--- src/design/rgt_pkg.sv ---
// Package with constants and types of the reading gate trigger.
package rgt_pkg;
   localparam int unsigned RGT_CLK_HZ = 200_000_000;
   localparam int unsigned RGT_POLL_SCANS = 20;
   localparam logic [4:0] RGT_POLL_LAST = 5'(RGT_POLL_SCANS - 1);
   localparam int unsigned RGT_POLL_DELAY_MS = 25;
   localparam int unsigned RGT_POLL_RATE_HZ = 800;
   localparam int unsigned RGT_POLL_DELAY_SCANS = (RGT_POLL_DELAY_MS * RGT_POLL_RATE_HZ) / 1000;
   localparam int unsigned RGT_OSC_FREQ_HZ = 1;
   localparam int unsigned RGT_OSC_PERIOD_CYC = RGT_CLK_HZ / RGT_OSC_FREQ_HZ;
   localparam int unsigned RGT_TONE_MS = 100;
   localparam int unsigned RGT_TONE_CYC = (RGT_CLK_HZ / 1000) * RGT_TONE_MS;
   localparam logic [7:0] RGT_MIRROR_CENTER = 8'h32;
   localparam logic [7:0] RGT_MIRROR_AMPL = 8'h14;
   localparam logic [11:0] RGT_ADDR_CTRL = 12'h000;
   localparam logic [11:0] RGT_ADDR_GATES = 12'h004;
   localparam logic [11:0] RGT_ADDR_STATUS = 12'h008;
   localparam int unsigned RGT_CTRL_MODE_LSB = 0;
   localparam int unsigned RGT_CTRL_OSC_BIT = 2;
   localparam logic [1:0] RGT_CTRL_MODE_RST = 2'h0;
   localparam logic RGT_CTRL_OSC_RST = 1'b1;
   typedef enum logic [1:0]
   {
      RGT_MODE_SENSOR = 2'b00,
      RGT_MODE_REFLECTOR = 2'b01
   } rgt_mode_e;
   typedef enum logic [1:0]
   {
      RGT_RS_UNSEEN = 2'b00,
      RGT_RS_ARMED = 2'b01,
      RGT_RS_GATE = 2'b10
   } rgt_refl_e;
endpackage

--- src/design/rgt_mirror.sv ---
// Scan mirror oscillation around its centre position.
`timescale 1ns/1ps
`default_nettype none
module rgt_mirror
#(
   parameter int unsigned PERIOD_CYC = 200_000_000
)
(
   input wire logic pclk,
   input wire logic presetn,
   input wire logic osc_en,
   output logic [7:0] mirror_angle_position
);
   import rgt_pkg::*;
   localparam int unsigned STEP_CYC = (PERIOD_CYC / (4 * 20) > 0) ? PERIOD_CYC / (4 * 20) : 1;
   logic [31:0] step_cnt_r;
   logic dir_up_r;
   logic [7:0] pos_r;
   assign mirror_angle_position = pos_r;
   // One full triangle takes four amplitude sweeps, so the step is a quarter period over the amplitude.
   always_ff @(posedge pclk or negedge presetn)
   begin
      if (!presetn)
      begin
         step_cnt_r <= 32'h0;
         dir_up_r <= 1'b1;
         pos_r <= RGT_MIRROR_CENTER;
      end
      else if (!osc_en)
      begin
         step_cnt_r <= 32'h0;
         dir_up_r <= 1'b1;
         pos_r <= RGT_MIRROR_CENTER;
      end
      else if (step_cnt_r == 32'(STEP_CYC - 1))
      begin
         step_cnt_r <= 32'h0;
         if (dir_up_r && pos_r == RGT_MIRROR_CENTER + RGT_MIRROR_AMPL)
         begin
            dir_up_r <= 1'b0;
            pos_r <= pos_r - 8'h01;
         end
         else if (!dir_up_r && pos_r == RGT_MIRROR_CENTER - RGT_MIRROR_AMPL)
         begin
            dir_up_r <= 1'b1;
            pos_r <= pos_r + 8'h01;
         end
         else
            pos_r <= dir_up_r ? pos_r + 8'h01 : pos_r - 8'h01;
      end
      else
         step_cnt_r <= step_cnt_r + 32'h1;
   end
   chk_mirror_bounds: assert property (@(posedge pclk) disable iff (!presetn)
      pos_r >= RGT_MIRROR_CENTER - RGT_MIRROR_AMPL && pos_r <= RGT_MIRROR_CENTER + RGT_MIRROR_AMPL)
      else $error("Mirror position left its swing.");
endmodule // rgt_mirror
`default_nettype wire

--- src/design/rgt_powerup.sv ---
// Power-up tone sequence and ready indication.
`timescale 1ns/1ps
`default_nettype none
module rgt_powerup
#(
   parameter int unsigned TONE_CYC = 20_000_000
)
(
   input wire logic pclk,
   input wire logic presetn,
   input wire logic selftest_pass,
   output logic beep,
   output logic ready
);
   import rgt_pkg::*;
   logic [2:0] step_r;
   logic [31:0] cnt_r;
   // Steps: 0 wait, 1 tone, 2 gap, 3 tone, 4 gap, 5 tone, 6 ready.
   always_ff @(posedge pclk or negedge presetn)
   begin
      if (!presetn)
      begin
         step_r <= 3'h0;
         cnt_r <= 32'h0;
      end
      else if (step_r == 3'h0)
      begin
         if (selftest_pass)
            step_r <= 3'h1;
      end
      else if (step_r != 3'h6)
      begin
         if (cnt_r == 32'(TONE_CYC - 1))
         begin
            cnt_r <= 32'h0;
            step_r <= step_r + 3'h1;
         end
         else
            cnt_r <= cnt_r + 32'h1;
      end
   end
   assign beep = (step_r == 3'h1) || (step_r == 3'h3) || (step_r == 3'h5);
   assign ready = (step_r == 3'h6);
   chk_ready_after_tone: assert property (@(posedge pclk) disable iff (!presetn)
      $rose(ready) |-> $past(step_r) == 3'h5)
      else $error("Ready rose without the last tone.");
endmodule // rgt_powerup
`default_nettype wire

--- src/design/rgt_trigger.sv ---
// Reading gate trigger with sensor and reflector polling sources and APB registers.
//
// Local design decisions: register access over APB and the address map.
`timescale 1ns/1ps
`default_nettype none
// Contract
// - By default the first switching input opens and closes the reading gate.
// - After self-test: one tone, then two tones, then ready indicator on.
// - Oscillating mirror swings around position 50 at 1 Hz, at most 20 degrees.
// - Level trigger opens the gate while the first input is high.
// - Reflector mode lights the laser every 20th scan to look for the target.
// - Target still seen means another 20 scans before the next check.
// - A check missing the hidden target opens the reading gate.
// - Reflector gate closes when the target is seen again; polling resumes.
// - After power-up no reflector gate before the target was seen once.
// - Target code contents are never reported as a reading result.
// - Check-to-gate delay stays within about 25 ms at 800 Hz scanning.
// - Reflector polling is off by default and only on when selected.
// - With oscillation every loss of the target starts a new gate; the code opens one only for a loss seen at a polling scan.
module rgt_trigger
#(
   parameter int unsigned OSC_PERIOD_CYC = rgt_pkg::RGT_OSC_PERIOD_CYC,
   parameter int unsigned TONE_CYC = rgt_pkg::RGT_TONE_CYC,
   parameter int unsigned RESULT_W = 32
)
(
   input wire logic pclk,
   input wire logic presetn,
   input wire logic psel,
   input wire logic penable,
   input wire logic pwrite,
   input wire logic [11:0] paddr,
   input wire logic [31:0] pwdata,
   output logic [31:0] prdata,
   output logic pready,
   output logic pslverr,
   input wire logic selftest_pass,
   input wire logic scan_tick,
   input wire logic sensor1_in,
   input wire logic target_seen,
   input wire logic decode_valid,
   input wire logic decode_is_target,
   input wire logic [RESULT_W-1:0] decode_data,
   output logic reading_gate,
   output logic laser_en,
   output logic result_valid,
   output logic [RESULT_W-1:0] result_data,
   output logic beep,
   output logic ready_led,
   output logic [7:0] mirror_angle_position
);
   import rgt_pkg::*;

   function automatic logic addr_known(input logic [11:0] a);
      addr_known = (a == RGT_ADDR_CTRL) || (a == RGT_ADDR_GATES) || (a == RGT_ADDR_STATUS);
   endfunction

   // The opening condition feeds both the gate and the opening counter, so it is decoded once here.
   function automatic logic refl_open(input rgt_refl_e st, input logic poll, input logic seen);
      refl_open = (st == RGT_RS_ARMED) && poll && !seen;
   endfunction

   logic [1:0] mode_r;
   logic osc_en_r;
   logic [31:0] prdata_r;
   logic err_r;
   logic gate_r;
   logic seen_once_r;
   logic [4:0] scan_cnt_r;
   logic [15:0] gates_r;
   logic result_valid_r;
   logic [RESULT_W-1:0] result_data_r;
   rgt_refl_e refl_r;
   logic ready;
   logic refl_mode;
   logic poll_scan;
   logic setup;
   logic wr_access;

   assign setup = psel && !penable;
   assign wr_access = psel && penable && pwrite && pready;
   assign refl_mode = (mode_r == RGT_MODE_REFLECTOR) && ready;
   assign poll_scan = (scan_cnt_r == RGT_POLL_LAST);
   // The indicator simply mirrors the end of the power-up sequence.
   assign ready_led = ready;

   rgt_powerup #(.TONE_CYC(TONE_CYC)) u_powerup
   (
      .pclk(pclk),
      .presetn(presetn),
      .selftest_pass(selftest_pass),
      .beep(beep),
      .ready(ready)
   );

   rgt_mirror #(.PERIOD_CYC(OSC_PERIOD_CYC)) u_mirror
   (
      .pclk(pclk),
      .presetn(presetn),
      .osc_en(osc_en_r && ready),
      .mirror_angle_position(mirror_angle_position)
   );

   // The answer is prepared in the setup cycle, so every access completes without wait states.
   assign pready = 1'b1;
   assign prdata = prdata_r;
   assign pslverr = psel && penable && err_r;

   always_ff @(posedge pclk or negedge presetn)
   begin
      if (!presetn)
      begin
         prdata_r <= 32'h0;
         err_r <= 1'b0;
      end
      else if (setup)
      begin
         err_r <= !addr_known(paddr);
         unique case (paddr)
            RGT_ADDR_CTRL: prdata_r <= {29'h0, osc_en_r, mode_r};
            RGT_ADDR_GATES: prdata_r <= {16'h0, gates_r};
            RGT_ADDR_STATUS: prdata_r <= {19'h0, mirror_angle_position, refl_r, seen_once_r, ready, gate_r};
            default: prdata_r <= 32'h0;
         endcase
      end
   end

   always_ff @(posedge pclk or negedge presetn)
   begin
      if (!presetn)
      begin
         mode_r <= RGT_CTRL_MODE_RST;
         osc_en_r <= RGT_CTRL_OSC_RST;
      end
      else if (wr_access && paddr == RGT_ADDR_CTRL)
      begin
         mode_r <= pwdata[RGT_CTRL_MODE_LSB +: 2];
         osc_en_r <= pwdata[RGT_CTRL_OSC_BIT];
      end
   end

   // Scan counter: the 20th scan of each group is the polling scan.
   always_ff @(posedge pclk or negedge presetn)
   begin
      if (!presetn)
         scan_cnt_r <= 5'h0;
      else if (!refl_mode || refl_r == RGT_RS_GATE)
         scan_cnt_r <= 5'h0;
      else if (scan_tick)
         scan_cnt_r <= poll_scan ? 5'h0 : scan_cnt_r + 5'h01;
   end

   // Reflector state; a result is taken from the target input at the end of a polling scan, and of every scan while the gate is open.
   always_ff @(posedge pclk or negedge presetn)
   begin
      if (!presetn)
         refl_r <= RGT_RS_UNSEEN;
      else if (!refl_mode)
         refl_r <= RGT_RS_UNSEEN;
      else if (scan_tick)
      begin
         unique case (refl_r)
            RGT_RS_UNSEEN:
            begin
               if (poll_scan && target_seen)
                  refl_r <= RGT_RS_ARMED;
            end
            RGT_RS_ARMED:
            begin
               if (poll_scan && !target_seen)
                  refl_r <= RGT_RS_GATE;
            end
            RGT_RS_GATE:
            begin
               if (target_seen)
                  refl_r <= RGT_RS_ARMED;
            end
            default: refl_r <= RGT_RS_UNSEEN;
         endcase
      end
   end

   always_ff @(posedge pclk or negedge presetn)
   begin
      if (!presetn)
         seen_once_r <= 1'b0;
      else if (!refl_mode)
         seen_once_r <= 1'b0;
      else if (scan_tick && poll_scan && target_seen)
         seen_once_r <= 1'b1;
   end

   // Gate level changes only at scan ticks so downstream logic sees it stable for a whole scan.
   // With the mirror swinging, a sweep off the target opens a fresh gate only if it covers a polling scan.
   always_ff @(posedge pclk or negedge presetn)
   begin
      if (!presetn)
         gate_r <= 1'b0;
      else if (!ready)
         gate_r <= 1'b0;
      else if (scan_tick)
      begin
         if (refl_mode)
            gate_r <= refl_open(refl_r, poll_scan, target_seen) ||
                      (refl_r == RGT_RS_GATE && !target_seen);
         else
            gate_r <= sensor1_in;
      end
   end
   assign reading_gate = gate_r;

   always_ff @(posedge pclk or negedge presetn)
   begin
      if (!presetn)
         gates_r <= 16'h0;
      else if (scan_tick && !gate_r && reading_gate_nxt_open())
         gates_r <= gates_r + 16'h0001;
   end

   function automatic logic reading_gate_nxt_open();
      if (!ready)
         reading_gate_nxt_open = 1'b0;
      else if (refl_mode)
         reading_gate_nxt_open = refl_open(refl_r, poll_scan, target_seen);
      else
         reading_gate_nxt_open = sensor1_in;
   endfunction

   // Laser burns throughout a gate, and outside it only on polling scans.
   assign laser_en = gate_r || (refl_mode && refl_r != RGT_RS_GATE && poll_scan);

   always_ff @(posedge pclk or negedge presetn)
   begin
      if (!presetn)
      begin
         result_valid_r <= 1'b0;
         result_data_r <= '0;
      end
      else
      begin
         result_valid_r <= decode_valid && gate_r && !decode_is_target;
         if (decode_valid && !decode_is_target)
            result_data_r <= decode_data;
      end
   end
   assign result_valid = result_valid_r;
   assign result_data = result_data_r;

   chk_sensor_level: assert property (@(posedge pclk) disable iff (!presetn)
      $past(scan_tick) && $past(ready) && $past(mode_r) == RGT_MODE_SENSOR |-> gate_r == $past(sensor1_in))
      else $error("Gate does not follow the sensor level.");
   chk_gate_at_tick: assert property (@(posedge pclk) disable iff (!presetn)
      $rose(gate_r) |-> $past(scan_tick))
      else $error("Gate opened between scan ticks.");
   chk_target_suppress: assert property (@(posedge pclk) disable iff (!presetn)
      result_valid_r |-> !$past(decode_is_target) && $past(decode_valid))
      else $error("Target code reported as a result.");
   chk_poll_laser: assert property (@(posedge pclk) disable iff (!presetn)
      laser_en && !gate_r |-> scan_cnt_r == RGT_POLL_LAST && refl_mode)
      else $error("Laser lit outside a polling scan.");
   chk_first_seen: assert property (@(posedge pclk) disable iff (!presetn)
      refl_mode && !seen_once_r |-> refl_r == RGT_RS_UNSEEN && !(gate_r && mode_r == RGT_MODE_REFLECTOR))
      else $error("Reflector gate before first target sighting.");
   chk_close_on_target: assert property (@(posedge pclk) disable iff (!presetn)
      refl_mode && refl_r == RGT_RS_GATE && scan_tick && target_seen |=> !gate_r ##0 refl_r == RGT_RS_ARMED)
      else $error("Gate did not close on target.");
   chk_open_on_loss: assert property (@(posedge pclk) disable iff (!presetn)
      refl_mode && refl_r == RGT_RS_ARMED && scan_tick && poll_scan && !target_seen |=> gate_r)
      else $error("Hidden target did not open the gate.");
   chk_refl_default_off: assert property (@(posedge pclk) disable iff (!presetn)
      mode_r != RGT_MODE_REFLECTOR |=> refl_r == RGT_RS_UNSEEN)
      else $error("Reflector polling active without selection.");
   chk_recheck_spacing: assert property (@(posedge pclk) disable iff (!presetn)
      refl_mode && refl_r == RGT_RS_ARMED && scan_tick && poll_scan && target_seen |=> scan_cnt_r == 5'h0)
      else $error("Next check not 20 scans away.");

   // Gate timing and laser use.
   chk_gate_stable: assert property (@(posedge pclk) disable iff (!presetn)
      !$past(scan_tick) |-> $stable(gate_r))
      else $error("Gate changed away from a scan tick.");
   chk_gate_close_tick: assert property (@(posedge pclk) disable iff (!presetn)
      $fell(gate_r) |-> $past(scan_tick))
      else $error("Gate closed between scan ticks.");
   chk_laser_in_gate: assert property (@(posedge pclk) disable iff (!presetn)
      gate_r |-> laser_en)
      else $error("Laser dark during an open gate.");
   chk_laser_poll_scan: assert property (@(posedge pclk) disable iff (!presetn)
      refl_mode && poll_scan && refl_r == RGT_RS_ARMED |-> laser_en)
      else $error("Laser dark on a polling scan.");
   chk_laser_off_idle: assert property (@(posedge pclk) disable iff (!presetn)
      !refl_mode && !gate_r |-> !laser_en)
      else $error("Laser lit with no gate in sensor mode.");
   chk_scan_cnt_range: assert property (@(posedge pclk) disable iff (!presetn)
      scan_cnt_r <= RGT_POLL_LAST)
      else $error("Scan counter beyond the polling scan.");

   // Reflector sequence.
   chk_seen_before_arm: assert property (@(posedge pclk) disable iff (!presetn)
      refl_r != RGT_RS_UNSEEN |-> seen_once_r)
      else $error("Polling armed without a sighting.");
   chk_refl_gate_open: assert property (@(posedge pclk) disable iff (!presetn)
      refl_r == RGT_RS_GATE |-> gate_r)
      else $error("Reflector gate state with gate closed.");
   chk_gate_count: assert property (@(posedge pclk) disable iff (!presetn)
      $rose(gate_r) |-> gates_r == $past(gates_r) + 16'h0001)
      else $error("Gate opening not counted.");

   // Power-up, results and registers.
   chk_gate_unready: assert property (@(posedge pclk) disable iff (!presetn)
      !ready |-> !gate_r)
      else $error("Gate open before ready.");
   chk_beep_unready: assert property (@(posedge pclk) disable iff (!presetn)
      beep |-> !ready)
      else $error("Tone sounding while ready.");
   chk_result_in_gate: assert property (@(posedge pclk) disable iff (!presetn)
      result_valid_r |-> $past(gate_r))
      else $error("Result reported outside a gate.");
   chk_result_data: assert property (@(posedge pclk) disable iff (!presetn)
      result_valid_r |-> result_data_r == $past(decode_data))
      else $error("Result data differs from the decoder.");
   chk_mode_sticky: assert property (@(posedge pclk) disable iff (!presetn)
      !$past(wr_access && paddr == RGT_ADDR_CTRL) |-> $stable(mode_r))
      else $error("Trigger mode changed without a write.");
   chk_write_ctrl: assert property (@(posedge pclk) disable iff (!presetn)
      wr_access && paddr == RGT_ADDR_CTRL |=> mode_r == $past(pwdata[RGT_CTRL_MODE_LSB +: 2]))
      else $error("Trigger mode write lost.");
   chk_mirror_parked: assert property (@(posedge pclk) disable iff (!presetn)
      !osc_en_r |=> mirror_angle_position == RGT_MIRROR_CENTER)
      else $error("Mirror not parked at centre with oscillation off.");
   // An unmapped address must be reported, since its write is silently dropped.
   chk_err_unmapped: assert property (@(posedge pclk) disable iff (!presetn)
      psel && penable |-> pslverr == !addr_known(paddr))
      else $error("Error response does not match the address.");
   chk_err_access: assert property (@(posedge pclk) disable iff (!presetn)
      pslverr |-> psel && penable)
      else $error("Error response outside an access.");

   cov_sensor_gate: cover property (@(posedge pclk) disable iff (!presetn) $rose(gate_r) && mode_r == RGT_MODE_SENSOR);
   cov_refl_open: cover property (@(posedge pclk) disable iff (!presetn) $rose(gate_r) && refl_mode);
   cov_refl_close: cover property (@(posedge pclk) disable iff (!presetn) $fell(gate_r) && refl_mode);
   cov_refl_recheck: cover property (@(posedge pclk) disable iff (!presetn)
      refl_r == RGT_RS_ARMED && scan_tick && poll_scan && target_seen);
   cov_ready: cover property (@(posedge pclk) disable iff (!presetn) $rose(ready));
endmodule // rgt_trigger
`default_nettype wire

--- config.mk ---
export PLATFORM = sky130hd
export DESIGN_NAME = rgt_trigger
export DESIGN_NICKNAME = d
export VERILOG_FILES = /design/src/design/rgt_pkg.sv /design/src/design/rgt_mirror.sv /design/src/design/rgt_powerup.sv /design/src/design/rgt_trigger.sv
export SDC_FILE = /design/constraint.sdc
export NUM_CORES = 1
export LEC_CHECK = 0
export BUFFER_PORTS_ARGS = -buffer_cell sky130_fd_sc_hd__buf_2
export CORE_ASPECT_RATIO = 1.4
export CORE_MARGIN = 10
export CORE_UTILIZATION = 59
export CTS_CLUSTER_DIAMETER = 80
export DETAILED_ROUTE_END_ITERATION = 12
export GPL_TIMING_DRIVEN = 0
export PLACE_DENSITY_LB_ADDON = 0.05
export SLEW_MARGIN = 15
export SYNTH_ARGS = -nofsm -noshare
export SYNTH_HDL_FRONTEND = slang
export SYNTH_HIERARCHICAL = 1
export SYNTH_SLANG_ARGS = --single-unit
--- constraint.sdc ---
create_clock -name pclk -period 6.4 [get_ports pclk]
set_clock_uncertainty 0.05 [all_clocks]
set_input_delay 0 -clock pclk [delete_from_list [all_inputs] [get_ports pclk]]
set_output_delay 0 -clock pclk [all_outputs]
set_load 0.1 [all_outputs]
== Word-level counts from Yosys, hierarchy flattened ==
Cells that the tools add are included.

* Add/subtract/negate cells: 7
* Equality and inequality tests: 25
* Muxes and demuxes: 33
* Bitwise operators: 1
* Reduce and logical (&&, ||, !) cells: 47

{| class="wikitable"
|+ Operators with widths
! operator !! number
|-
| 2-to-1 mux 32 bit || 3
|-
| adder 32 x 1 -> 32 bit (second input constant) || 2
|-
| one-hot mux 16 bit (3 select lines) || 1
|-
| 2-to-1 mux 8 bit || 5
|-
| equality test 32 x 22 -> 1 bit (second input constant) || 1
|-
| equality test 32 x 25 -> 1 bit (second input constant) || 1
|-
| logical AND 1 bit || 23
|-
| adder 16 x 1 -> 16 bit (second input constant) || 1
|-
| 2-to-1 mux 5 bit || 3
|-
| != test 3 bit (second input constant) || 5
|-
| equality test 12 x 3 -> 1 bit (second input constant) || 1
|-
| equality test 12 x 4 -> 1 bit (second input constant) || 1
|-
| logical NOT 12 bit || 1
|-
| 2-to-1 mux 3 bit || 4
|-
| 2-to-1 mux 1 bit || 11
|-
| 2-to-1 mux 2 bit || 5
|-
| != test 2 bit (second input constant) || 5
|-
| adder 8 x 1 -> 8 bit (second input constant) || 1
|-
| equality test 8 x 5 -> 1 bit (second input constant) || 1
|-
| equality test 8 x 7 -> 1 bit (second input constant) || 1
|-
| subtractor 8 x 1 -> 8 bit (second input constant) || 1
|-
| logical NOT 1 bit || 7
|-
| logical OR 1 bit || 7
|-
| equality test 3 bit (second input constant) || 2
|-
| other kinds (16) || 20
|}

* Flip-flop bits (word level): 170
* Bits of input ports: 87
* Output and inout port bits: 79

== Longest topological paths before layout ==
Gate-level depths: netlist (run 1).

* Word-level depth: 7
* Depth in mapped cells: 8
* Gate-level depth less buffers: 7

== Modules after synthesis ==
The synthesis (run 1) kept the hierarchy.

{| class="wikitable"
|+ By module, submodules not included
! module !! times used !! cells each !! area each (um^2) !! sequential area each (um^2)
|-
| rgt_trigger || 1 || 310 || 3633.5 || 1953.1
|-
| rgt_mirror || 1 || 257 || 2312.2 || 1031.0
|-
| rgt_powerup || 1 || 191 || 1914.3 || 875.8
|}

== Least setup slack after synthesis (run 1) ==
Ideal clock, no wire load.

* Path type: reg-to-output
* Start: reg u_powerup.step_r[0]
* End: out laser_en
* Arrival: 3.424 ns
* Data required time: 6.350 ns
* Setup slack: 2.926 ns
* Cell stages (with the launch flop): 7
* Path buffers: 0
* Cells stage by stage: dfrtp_1 inv_1 ha_1 and2_1 and3b_1 o21ai_1 o21bai_1

* Cells in the longest elaborated chain, start to end: 5

{| class="wikitable"
|+ RTL lines
! what !! RTL line !! RTL
|-
| start: declaration || rgt_powerup.sv:16 || <nowiki>logic [2:0] step_r;</nowiki>
|-
| start signal: assignment || rgt_powerup.sv:36 || <nowiki>step_r <= step_r + 3'h1;</nowiki>
|-
| equality test 3 bit || rgt_powerup.sv:43 || <nowiki>assign ready = (step_r == 3'h6);</nowiki>
|-
| named net ready_led || rgt_trigger.sv:49 || <nowiki>output logic ready_led,</nowiki>
|-
| logical AND 1 bit || rgt_trigger.sv:82 || <nowiki>assign refl_mode = (mode_r == RGT_MODE_REFLECTOR) && ready;</nowiki>
|-
| logical AND 1 bit (2 in series) || rgt_trigger.sv:230 || <nowiki>assign laser_en = gate_r || (refl_mode && refl_r != RGT_RS_GATE && poll_scan);</nowiki>
|-
| logical OR 1 bit || rgt_trigger.sv:230 ||
|-
| end: declaration || rgt_trigger.sv:45 || <nowiki>output logic laser_en,</nowiki>
|}

The timed path passes the listed nets, and every way through them passes these cells.

== Final worst setup path (run 1) ==
* Start: reg u_powerup.step_r[0]
* End: out laser_en

* Cells in the longest elaborated chain, start to end: 5

{| class="wikitable"
|+ RTL lines
! what !! RTL line
|-
| equality test 3 bit || rgt_powerup.sv:43
|-
| logical AND 1 bit || rgt_trigger.sv:82
|-
| logical AND 1 bit (2 in series) || rgt_trigger.sv:230
|-
| logical OR 1 bit || rgt_trigger.sv:230
|}

No other way between the ends.

==> results of run 1 <==
[routing by layer]
metal	vias to the layer above	wire length (um)
met3	26	842
li1	3073	-
met4	0	325
met1	3236	8046
met5	-	0
met2	203	10860
[cell families (layout without fill, tap and decap cells)]
kind of cell / after synthesis / after routing / share of synthesized area
adders and majority gates: 12 / 12 / 0.01910
and+or+nand+nor: 312 / 312 / 0.2267
other: 2 / 18 / 0.0009555
muxes: 45 / 45 / 0.06399
AOI/OAI and AO/OA: 99 / 99 / 0.07975
xor gates and xnor gates: 67 / 67 / 0.07466
DFF: 154 / 154 / 0.4911
buffers and inverters: 67 / 261 / 0.04377
[repair_timing]
action,4_1_cts,5_1_grt
hold endpoints to repair,122,0
buffers inserted,0,0
hold buffers,43,0
[cells in the final DEF, fill, tap and decap left out, types with 19 or more instances in the layout]
master	n
a21oi_1	27
buf_2	125
clkbuf_1	20
dfrtp_1	149
dlygate4sd3_1	43
mux2_2	34
nand2_1	53
nand3_1	40
nor2_1	61
nor3_1	19
xnor2_1	26
xor2_1	41
[registers in the layout (all words and copies together) (netlist names)]
| signal | count |
|---|---|
| osc_en_r | 1 |
| gates_r | 16 |
| err_r | 1 |
| mode_r | 2 |
| u_mirror/step_cnt_r | 32 |
| seen_once_r | 1 |
| refl_r | 2 |
| u_powerup/cnt_r | 32 |
| u_mirror/dir_up_r | 1 |
| result_data | 32 |
| scan_cnt_r | 5 |
| u_powerup/step_r | 3 |
| prdata | 16 |
| result_valid | 1 |
| reading_gate | 1 |
| u_mirror/mirror_angle_position | 8 |
[where the power goes]
part / total [W] / switching [W] / internal [W]
registers: 0.00102 / 0.0000163 / 0.00100
logic: 0.000431 / 0.000344 / 0.0000868
clock network: 0.000963 / 0.000421 / 0.000542
[through the flow]
stage	setup WS [ns]	cell area, um2
3_3_place_gp	3.126	8730
4_1_cts	3.614	9762
3_5_place_dp	3.814	8767
2_1_floorplan	2.926	7916
5_1_grt	3.468	9764
6_report	3.624	9764
[how the worst max path moves through the flow]
stage / start / to / slack (ns) / cells after the start
after floorplan: u_powerup/step_r[0] / laser_en / 2.93 / 6
after global placement: presetn / u_mirror/step_cnt_r[21] / 3.13 / 1
after detailed placement: u_mirror/step_cnt_r[0] / u_mirror/step_cnt_r[24] / 3.81 / 6
after CTS: u_powerup/step_r[0] / laser_en / 3.61 / 7
after global routing: u_powerup/step_r[0] / laser_en / 3.47 / 7
final: u_powerup/step_r[0] / laser_en / 3.62 / 7
[cell type report]
class | count | area [um2] | area share
diodes | 1 | 2.502 | 0.0002563
plain buffers | 49 | 276.5 | 0.02832
clock buffers | 17 | 425.4 | 0.04357
clock inverters | 15 | 138.9 | 0.01422
inverters | 18 | 67.56 | 0.006920
multi-input cells | 552 | 3712 | 0.3802
flip-flops and latches | 154 | 3860 | 0.3953
well taps | 178 | 222.7 | 0.02281
repair buffers | 162 | 1059 | 0.1084
[worst reg2reg max path: stages, from the launching register on]
cell and delay, ns:
dfstp_2 0.64, ha_1 0.20, nor4b_1 0.57, a31o_2 0.30, a21oi_1 0.09, or4_1 0.48, a21oi_1 0.19
==> key figures, run 1 <==
Synth
  – Main synth FF type: dfrtp_1
  – Yosys top cell by area: dfrtp_1
  – Syn Inst Count: 758
  – Most frequent cells after synthesis: dfrtp_1 (149), nor2_1 (61), nand2_1 (53)
  – Unique cell type count in the Yosys netlist: 67
  – Top cells by area, synth: dfrtp_1 (47%), mux2_2 (4.9%), xor2_1 (4.6%)
  – Mean Syn Cell Area: 10.37 um2
  – Post-synthesis instance area: 0.007860 mm2
  – Asr flop ratio synth: 1.000
  – Post-synth EDFFs: 0
  – Sequential cell area fraction in the yosys report: 0.4911
  – #FFs+latches synth: 154
  – Most numerous cell in the Yosys netlist: dfrtp_1
  – Synth Warn #: 6
  – Post-synth top area share: 0.4744

Global routing
  – Largest net degree at the start of global routing: 83
  – Met1 usage: 0.2403
  – Grt met3 use: 0.03745
  – Antenna violations before repair: 1
  – GRT Util Overall: 0.2149
  – Global route hottest layer: met2
  – First-pass GRT wire length: 32930 um
  – GRT Residual Overflow: 0
  – GRT met2 Usage: 0.4006
  – Number of global-route vias before repair: 6576

Min path
  – Hold WC Path Type: primary input to flop
  – Hold Path End: mode_r[0]
  – Worst hold start: pwrite
  – Hold path depth: 4

Critical path
  – Crit. End Element: primary output
  – FF-to-FF path depth: 6
  – Worst Path Buf+Inv: 2
  – Critical path class: flop to primary output
  – Reg2Reg Capture Point: u_mirror/mirror_angle_position[2]
  – Crit path DAT: 2.73 ns
  – Critical Path Max Stage Delay: 0.47 ns
  – CP Launch Type: flop
  – FF-to-FF setup slack: 3.79 ns
  – Ordered cell list for the critical path: inv_1, ha_1, and2_1, and3b_1, o21ai_1, o21bai_1, buf_2
  – Crit-path leading delay family: simple AND/OR/NAND/NOR gates
  – Worst r2r src: u_mirror/mirror_angle_position[1]
  – WP data required: 6.35 ns
  – CP max stage cell: buf_2
  – Critical path peak fanout: 7

Clocking
  – TritonCTS clock tree: yes
  – Clk buf depth: 2
  – H-tree depth: 4
  – CTS Buf Count: 17
  – Root Buffer: clkbuf_16
  – PostCTS Resize Cnt: 0
  – Clk sinks: 154
  – CTS clk-pin slew, worst paths: 0.06 ns
  – Worst-skew pair later-pin latency: 0.42 ns

STA
  – Least-Margin Pin Slew: 1.134 ns
  – Fmax achieved: 360.2 MHz
  – Fin. max-slew vios: 0
  – WHS: 0.04369 ns
  – Fin crit period: 2.776 ns
  – Final setup viols: 0
  – Worst rel slew slack: 0.2369
  – Tcrit/Tclk final: 0.4338
  – Setup_tns: 0 ns
  – RSZ-0062 raised after global routing: no
  – Final Hold Viols: 0

Finish
  – Synth-to-Final Area Change: 24.23%
  – Final core utilization: 0.7548
  – Nets: 1053
  – Fraction of layout cells with a size suffix above 1: 0.2523
  – Fill count: 863
  – Fin cells: 1146

Floorplan
  – Site Rows: 49
  – Initial Utilization: 0.6076
  – # IOs: 166
  – Die Area: 0.01840 mm2
  – Core Region: 0.01294 mm2
  – Die Span X: 117.6 um
  – Chip height: 156.6 um

Placed design
  – I/O Buffers: 118
  – Gpl congestion: 0.8749
  – Placed instance count: 1070
  – DPL Wire Length: 13760 um

Routing
  – Routed len/inst: 17.51 um
  – Final antenna-violating net count: 0
  – DR iter-0 viols: 413
  – Drt total wl: 20070 um
  – Detailed Routing Iterations Pass 1: 6
  – Via density: 5.705
  – Vias: 6538
  – DR DRC count: 0

Outcome
  – Status: complete, no violations

Power
  – Total power: 0.002414 W
  – Max VDD drop: 0.1675 mV
  – Pwr/cell area: 247.3 mW/mm2
  – Leakage: 4.394 nW

Job
  – Max-cap violations: 0
(Power assumes the default switching activity.)
==> run 2, diff against run 1 <==
--- a/config.mk
+++ b/config.mk
@@ -8,7 +8,7 @@
 export BUFFER_PORTS_ARGS = -buffer_cell sky130_fd_sc_hd__buf_2
 export CORE_ASPECT_RATIO = 1.4
 export CORE_MARGIN = 10
-export CORE_UTILIZATION = 59
+export CORE_UTILIZATION = 55
 export CTS_CLUSTER_DIAMETER = 80
 export DETAILED_ROUTE_END_ITERATION = 12
 export GPL_TIMING_DRIVEN = 0
==> constraint.sdc (replaced) <==
create_clock -name pclk -period 2.8 [get_ports pclk]
set_clock_uncertainty 0.05 [all_clocks]
set_input_delay 0 -clock pclk [delete_from_list [all_inputs] [get_ports pclk]]
set_output_delay 0 -clock pclk [all_outputs]
set_load 0.1 [all_outputs]
==> key figures, run 2 (synthesized netlist as in run 1, its figures left out) <==
Finish
  – Commonest cells after routing, fill and taps aside: dfrtp_1 (149), buf_2 (124), nor2_1 (61), nand2_1 (53), dlygate4sd3_1 (49)
  – Synth-to-Final Area Change: 25.41%
  – Ant. Diodes: 0 (-1)
  – Register area: 0.003860 mm2 (unchanged)
  – Nets: 1059 (+0.57%)
  – Fill count: 997 (+16%)
  – Fraction of layout cells with a size suffix above 1: 0.2508 (-0.001556)
  – Multi-input gate area: 0.003724 mm2 (+0.30%)
  – Commonest non-fill, non-tap cell in the layout: dfrtp_1

STA
  – RSZ-0062 raised after global routing: no
  – Final Hold Viols: 0 (unchanged)
  – Tcrit/Tclk final: 0.9319
  – Fmax achieved: 383.2 MHz
  – Fin. max-slew vios: 0 (unchanged)
  – Worst rel slew slack: 0.2472 (+0.01022)
  – Final setup viols: 0 (unchanged)
  – WHS: 0.04060 ns (-0.003095 ns)
  – Least-Margin Pin Slew: 1.119 ns (-0.01519 ns)
  – Fin crit period: 2.609 ns

Routing
  – DR iter-0 viols: 406 (-1.7%)
  – Final antenna-violating net count: 0 (unchanged)
  – DR DRC count: 0 (unchanged)
  – Routed len/inst: 16.99 um (-3.0%)
  – Detailed Routing Iterations Pass 1: 6 (unchanged)
  – Drt total wl: 19680 um (-2.0%)
  – Vias: 6572 (+0.52%)
  – Via density: 5.675 (-0.52%)

Clocking
  – TritonCTS clock tree: yes
  – Worst-skew pair later-pin latency: 0.42 ns (about the same)
  – CTS clk-pin slew, worst paths: 0.06 ns (about the same)
  – Root Buffer: clkbuf_16
  – H-tree depth: 4 (unchanged)
  – CTS Buf Count: 17 (unchanged)
  – Clk buf depth: 2 (unchanged)
  – Clk sinks: 154 (unchanged)

Global routing
  – Largest net degree at the start of global routing: 98 (+18%)
  – Number of global-route vias before repair: 6801 (+3.4%)
  – Antenna violations before repair: 0 (-1)
  – GRT Residual Overflow: 0 (unchanged)
  – First-pass GRT wire length: 32750 um (-0.54%)
  – GRT Util Overall: 0.2028 (-0.01214)

Critical path
  – Crit path DAT: 2.56 ns (-0.17 ns)
  – Crit. End Element: primary output
  – CP Launch Type: flop
  – Critical Path Max Stage Delay: 0.40 ns (-0.07 ns)
  – FF-to-FF setup slack: 0.20 ns (-3.59 ns)
  – Critical path class: flop to primary output
  – Ordered cell list for the critical path: inv_1, ha_1, and2_1, and3b_1, o21ai_1, o21bai_4, clkbuf_4
  – FF-to-FF path depth: 7 (+1)
  – WP data required: 2.75 ns (-3.60 ns)
  – Critical path peak fanout: 7 (unchanged)
  – CP max stage cell: dfrtp_1

Min path
  – Hold WC Path Type: primary input to asynchronous set/reset pin

Power
  – Leakage: 4.426 nW (+0.72%)
  – Max VDD drop: 0.3871 mV (+130%)
  – Total power: 0.005502 W (+130%)
  – Pwr/cell area: 558.2 mW/mm2 (+130%)

Floorplan
  – Die Span X: 121.0 um (+3.0%)
  – # IOs: 166 (unchanged)
  – Chip height: 161.4 um (+3.1%)
  – Die Area: 0.01954 mm2 (+6.2%)
  – Site Rows: 51 (+4.1%)
  – Core Region: 0.01397 mm2 (+8.0%)
  – Initial Utilization: 0.5624 (-0.04515)

Job
  – Max-cap violations: 0 (unchanged)

Placed design
  – DPL Wire Length: 13750 um (about the same)
  – I/O Buffers: 118 (unchanged)
  – Gpl congestion: 0.8988 (+2.7%)

Outcome
  – Status: complete, no violations
[run 2: per-stage QoR]
| step | utilization | instances | worst slack [ns] | cell area [um2] | TNS [ns] |
|---|---|---|---|---|---|
| CTS | 0.7052 | 1158 | 0.08851 | 9854 | 0 |
| global placement | 0.6261 | 1076 | -0.5020 | 8750 | -72.46 |
| detailed placement | 0.6288 | 1077 | 0.2298 | 8787 | 0 |
| finish | 0.7053 | 1158 | 0.1905 | 9857 | 0 |
| global route | 0.7053 | 1158 | 0.01237 | 9857 | 0 |
| floorplan | - | 773 | 0.09405 | 7928 | 0 |
[run 2: area by class of cell]
class,count,share of cell area
Tap cell,185,0.02348
Inverter,18,0.006855
Timing Repair Buffer,168,0.1137
Clock inverter,10,0.009393
Buffer,49,0.02805
Multi-Input combinational cell,552,0.3778
Sequential cell,154,0.3916
Clock buffer,22,0.04912
[run 2: path summary, 6_finish.rpt]
kind	startpoint	endpoint
max	u_powerup/step_r[0]	laser_en
min	presetn	result_data[30]
max reg2reg	u_powerup/step_r[0]	u_powerup/cnt_r[25]
min reg2reg	u_powerup/cnt_r[31]	u_powerup/cnt_r[31]
max in group asynchronous	presetn	u_mirror/mirror_angle_position[1]
min in group pclk	penable	mode_r[0]
[run 2: power breakdown]
| group | internal (W) | switching, W |
|---|---|---|
| clock network | 0.00131 | 0.000889 |
| registers | 0.00229 | 0.0000310 |
| logic | 0.000200 | 0.000775 |
[run 2: worst max-delay path: cells and delay by family, from the launching register on]
family                     cells  cell delay, ns
DFF                            1            0.40
buffers and inverters          2            0.46
AOI/OAI and AO/OA              2            0.42
adders and majority gates      1            0.22
and+or+nand+nor                2            0.63
[run 2: metal layers]
metal	vias up	track usage	wire length, um
met5	-	0	0
met4	0	0.06821	426
met3	40	0.05199	1281
met2	234	0.3559	10160
met1	3206	0.2322	7803
li1	3092	-	-
[run 2: what timing repair did]
action	in CTS	in global routing
resized for setup	0	1
hold buffers	49	0
endpoints found under the hold margin	199	0
setup buffers	0	0
setup endpoints to repair	0	1
==> run 3, diff against run 2 <==
--- a/config.mk
+++ b/config.mk
@@ -5,10 +5,11 @@
 export SDC_FILE = /design/constraint.sdc
 export NUM_CORES = 1
 export LEC_CHECK = 0
+export ABC_AREA = 1
 export BUFFER_PORTS_ARGS = -buffer_cell sky130_fd_sc_hd__buf_2
 export CORE_ASPECT_RATIO = 1.4
 export CORE_MARGIN = 10
-export CORE_UTILIZATION = 55
+export CORE_UTILIZATION = 57
 export CTS_CLUSTER_DIAMETER = 80
 export DETAILED_ROUTE_END_ITERATION = 12
 export GPL_TIMING_DRIVEN = 0
==> key figures, run 3 <==
Outcome
  – Status: complete, no violations

Synth
  – Sequential cell area fraction in the yosys report: 0.4071 (-0.08399)
  – #FFs+latches synth: 154 (unchanged)
  – Asr flop ratio synth: 1.000 (unchanged)
  – Yosys top cell by area: dfrtp_1
  – Mean Syn Cell Area: 7.407 um2 (-29%)
  – Post-synthesis instance area: 0.009482 mm2 (+21%)
  – Main synth FF type: dfrtp_1
  – Post-synth EDFFs: 0 (unchanged)
  – Syn Inst Count: 1280 (+69%)
  – Top cells by area, synth: dfrtp_1 (39%), nand2_1 (16%), nor2_1 (7.0%)
  – Synth Warn #: 6 (unchanged)
  – Most frequent cells after synthesis: nand2_1 (395), nor2_1 (176), inv_1 (152)
  – Most numerous cell in the Yosys netlist: nand2_1
  – Post-synth top area share: 0.3932 (-0.08113)
  – Unique cell type count in the Yosys netlist: 46 (-31%)

Critical path
  – CP Launch Type: flop
  – Crit path launch: u_powerup/step_r[0]
  – Critical path peak fanout: 10 (+3)
  – Critical Path Max Stage Delay: 0.43 ns (+0.03 ns)
  – CP max stage cell: dfrtp_1
  – Worst r2r src: u_powerup/step_r[0]
  – Most used cell, CP: inv_1
  – Crit. End Element: primary output
  – WP data required: 2.75 ns (about the same)
  – Crit path DAT: 2.56 ns (about the same)
  – Critical path class: flop to primary output
  – Ordered cell list for the critical path: inv_1, ha_1, nand2_1, inv_1, nand2_2, nor2_4, buf_6, inv_4, nor2_4, inv_1, o21ai_4, buf_4

Floorplan
  – Core Region: 0.01624 mm2 (+16%)
  – Die Span X: 129.0 um (+6.6%)
  – Initial Utilization: 0.5838 (+0.02137)
  – Site Rows: 55 (+7.8%)
  – Chip height: 172.6 um (+6.9%)
  – # IOs: 166 (unchanged)
  – Die Area: 0.02227 mm2 (+14%)

Routing
  – Routed len/inst: 15.17 um (-11%)
  – DR DRC count: 0 (unchanged)
  – Detailed Routing Iterations Pass 1: 5 (-1)
  – DR iter-0 viols: 681 (+68%)
  – Vias: 8720 (+33%)
  – Final antenna-violating net count: 0 (unchanged)
  – Drt total wl: 25680 um (+31%)
  – Via density: 5.151 (-9.2%)

Power
  – Leakage: 5.671 nW (+28%)
  – Pwr/cell area: 491.6 mW/mm2 (-12%)
  – Max VDD drop: 0.4702 mV (+21%)

Clocking
  – H-tree depth: 4 (unchanged)
  – Clk sinks: 154 (unchanged)
  – Post-CTS setup buffer count: 0 (unchanged)
  – TritonCTS clock tree: yes
  – Root Buffer: clkbuf_16
  – Clk buf depth: 2 (unchanged)
  – CTS clk-pin slew, worst paths: 0.07 ns (about the same)
  – CTS Buf Count: 17 (unchanged)
  – Worst-skew pair later-pin latency: 0.43 ns (about the same)

Min path
  – Worst hold start: decode_valid
  – Hold WC Path Type: primary input to flop

STA
  – Least-Margin Pin Slew: 0.6101 ns (-0.5088 ns)
  – Final Hold Viols: 0 (unchanged)
  – Fin. max-slew vios: 0 (unchanged)
  – RSZ-0062 raised after global routing: no
  – Worst rel slew slack: 0.5932 (+0.3461)
  – Final setup viols: 0 (unchanged)
  – Tcrit/Tclk final: 0.9329 (+0.0009661)
  – WHS: 0.008829 ns (-0.03177 ns)
  – Fmax achieved: 382.8 MHz (-0.10%)
  – Fin crit period: 2.612 ns (+0.002705 ns)

Global routing
  – Antenna violations before repair: 0 (unchanged)
  – Number of global-route vias before repair: 8706 (+28%)
  – GRT Residual Overflow: 0 (unchanged)
  – First-pass GRT wire length: 42320 um (+29%)
  – Largest net degree at the start of global routing: 103 (+5.1%)
  – GRT Util Overall: 0.2327 (+0.02988)

Finish
  – Fin cells: 1693 (+46%)
  – Commonest cells after routing, fill and taps aside: nand2_1 (395), nor2_1 (176), inv_1 (152), dfrtp_1 (149), buf_2 (126)
  – Ant. Diodes: 0 (unchanged)
  – Fin area: 0.01149 mm2 (+17%)
  – Nets: 1580 (+49%)
  – Synth-to-Final Area Change: 21.14%
  – Commonest non-fill, non-tap cell in the layout: nand2_1
  – Fraction of layout cells with a size suffix above 1: 0.2122 (-0.03859)

Job
  – Max-cap violations: 0 (unchanged)

Placed design
  – I/O Buffers: 119 (+0.85%)
  – Gpl congestion: 0.9529 (+6.0%)
  – Area after DPL: 0.01043 mm2 (+19%)
  – Placed instance count: 1614 (+50%)
  – DPL Wire Length: 18610 um (+35%)
==> run 3: cell types whose count changed after synthesis, sizes merged, moves of 18 or more <==
cell / before / now
nand2: 53 / 414
nor2: 61 / 220
inv: 18 / 162
nand3: 40 / 113
nor4: 23 / 0
xnor2: 26 / 7
a21oi: 27 / 9
clkbuf: 20 / 2
==> run 3: area by class of cell <==
| type | instances | area (um2) |
|---|---|---|
| Timing Repair Buffer | 167 | 1106 |
| Multi-Input combinational cell | 943 | 4825 |
| Clock buffer | 17 | 425.4 |
| Sequential cell | 154 | 3860 |
| Clock inverter | 15 | 156.4 |
| Fill cell | 1315 | 4755 |
| Inverter | 163 | 616.8 |
| Tap cell | 199 | 249.0 |
| Buffer | 35 | 247.7 |
==> run 3: routing by layer <==
metal  global-route usage  up-vias  routed length [um]
met4              0.07842        0                 570
met3              0.05234       42                1427
met1               0.2606     4071               10070
met2               0.4190      240               13620
met5                    0        -                   0
li1                     -     4367                   -
==> run 3: what timing repair did <==
action	CTS	global route
endpoints found under the hold margin	204	0
gates resized for setup	0	2
endpoints found under the setup margin	0	1
hold buffers	47	0
==> run 3: where the power goes <==
part | total [W] | switching (W) | internal [W]
clock network | 0.00232 | 0.00106 | 0.00126
logic | 0.000993 | 0.000791 | 0.000201
registers | 0.00233 | 0.0000398 | 0.00229
==> run 3: cell families after synthesis <==
family                     count (synthesis)  synth area share
xor gates and xnor gates                  36           0.03325
muxes                                     32           0.03801
and+or+nand+nor                          804            0.3878
DFF                                      154            0.4071
AOI/OAI and AO/OA                         42           0.02600
buffers and inverters                    198           0.09118
adders and majority gates                 12           0.01583
other                                      2         0.0007921
==> run 3: worst paths after layout <==
| check | end | slack, ns | cells after the start |
|---|---|---|---|
| max | laser_en | 0.19 | 12 |
| max in group asynchronous | u_mirror/mirror_angle_position[1] | 1.83 | 3 |
| min in group asynchronous | u_powerup/cnt_r[24] | 0.02 | 2 |
| min | result_data[23] | 0.009 | 3 |
| min reg2reg | u_mirror/step_cnt_r[0] | 0.41 | 1 |
| max reg2reg | u_mirror/mirror_angle_position[5] | 0.40 | 11 |
==> run 3: stage by stage <==
step | setup TNS [ns] | power, W | setup WS (ns) | util
after floorplan | 0 | 0.003104 | 0.09281 | -
after global placement | -99.55 | 0.003292 | -0.6889 | 0.6400
after detailed placement | 0 | 0.003312 | 0.4427 | 0.6423
after CTS | 0 | 0.005668 | 0.05024 | 0.7071
after global routing | 0 | 0.005820 | 0.001700 | 0.7072
final | 0 | 0.005646 | 0.1878 | 0.7072
==> run 3: worst max-delay path: cells and delay by family (launching register included) <==
family          cells  cell delay (ns)
compound gates      1             0.12
fa+ha+maj           1             0.14
buf+inv             6             0.95
flops               1             0.43
simple gates        4             0.48
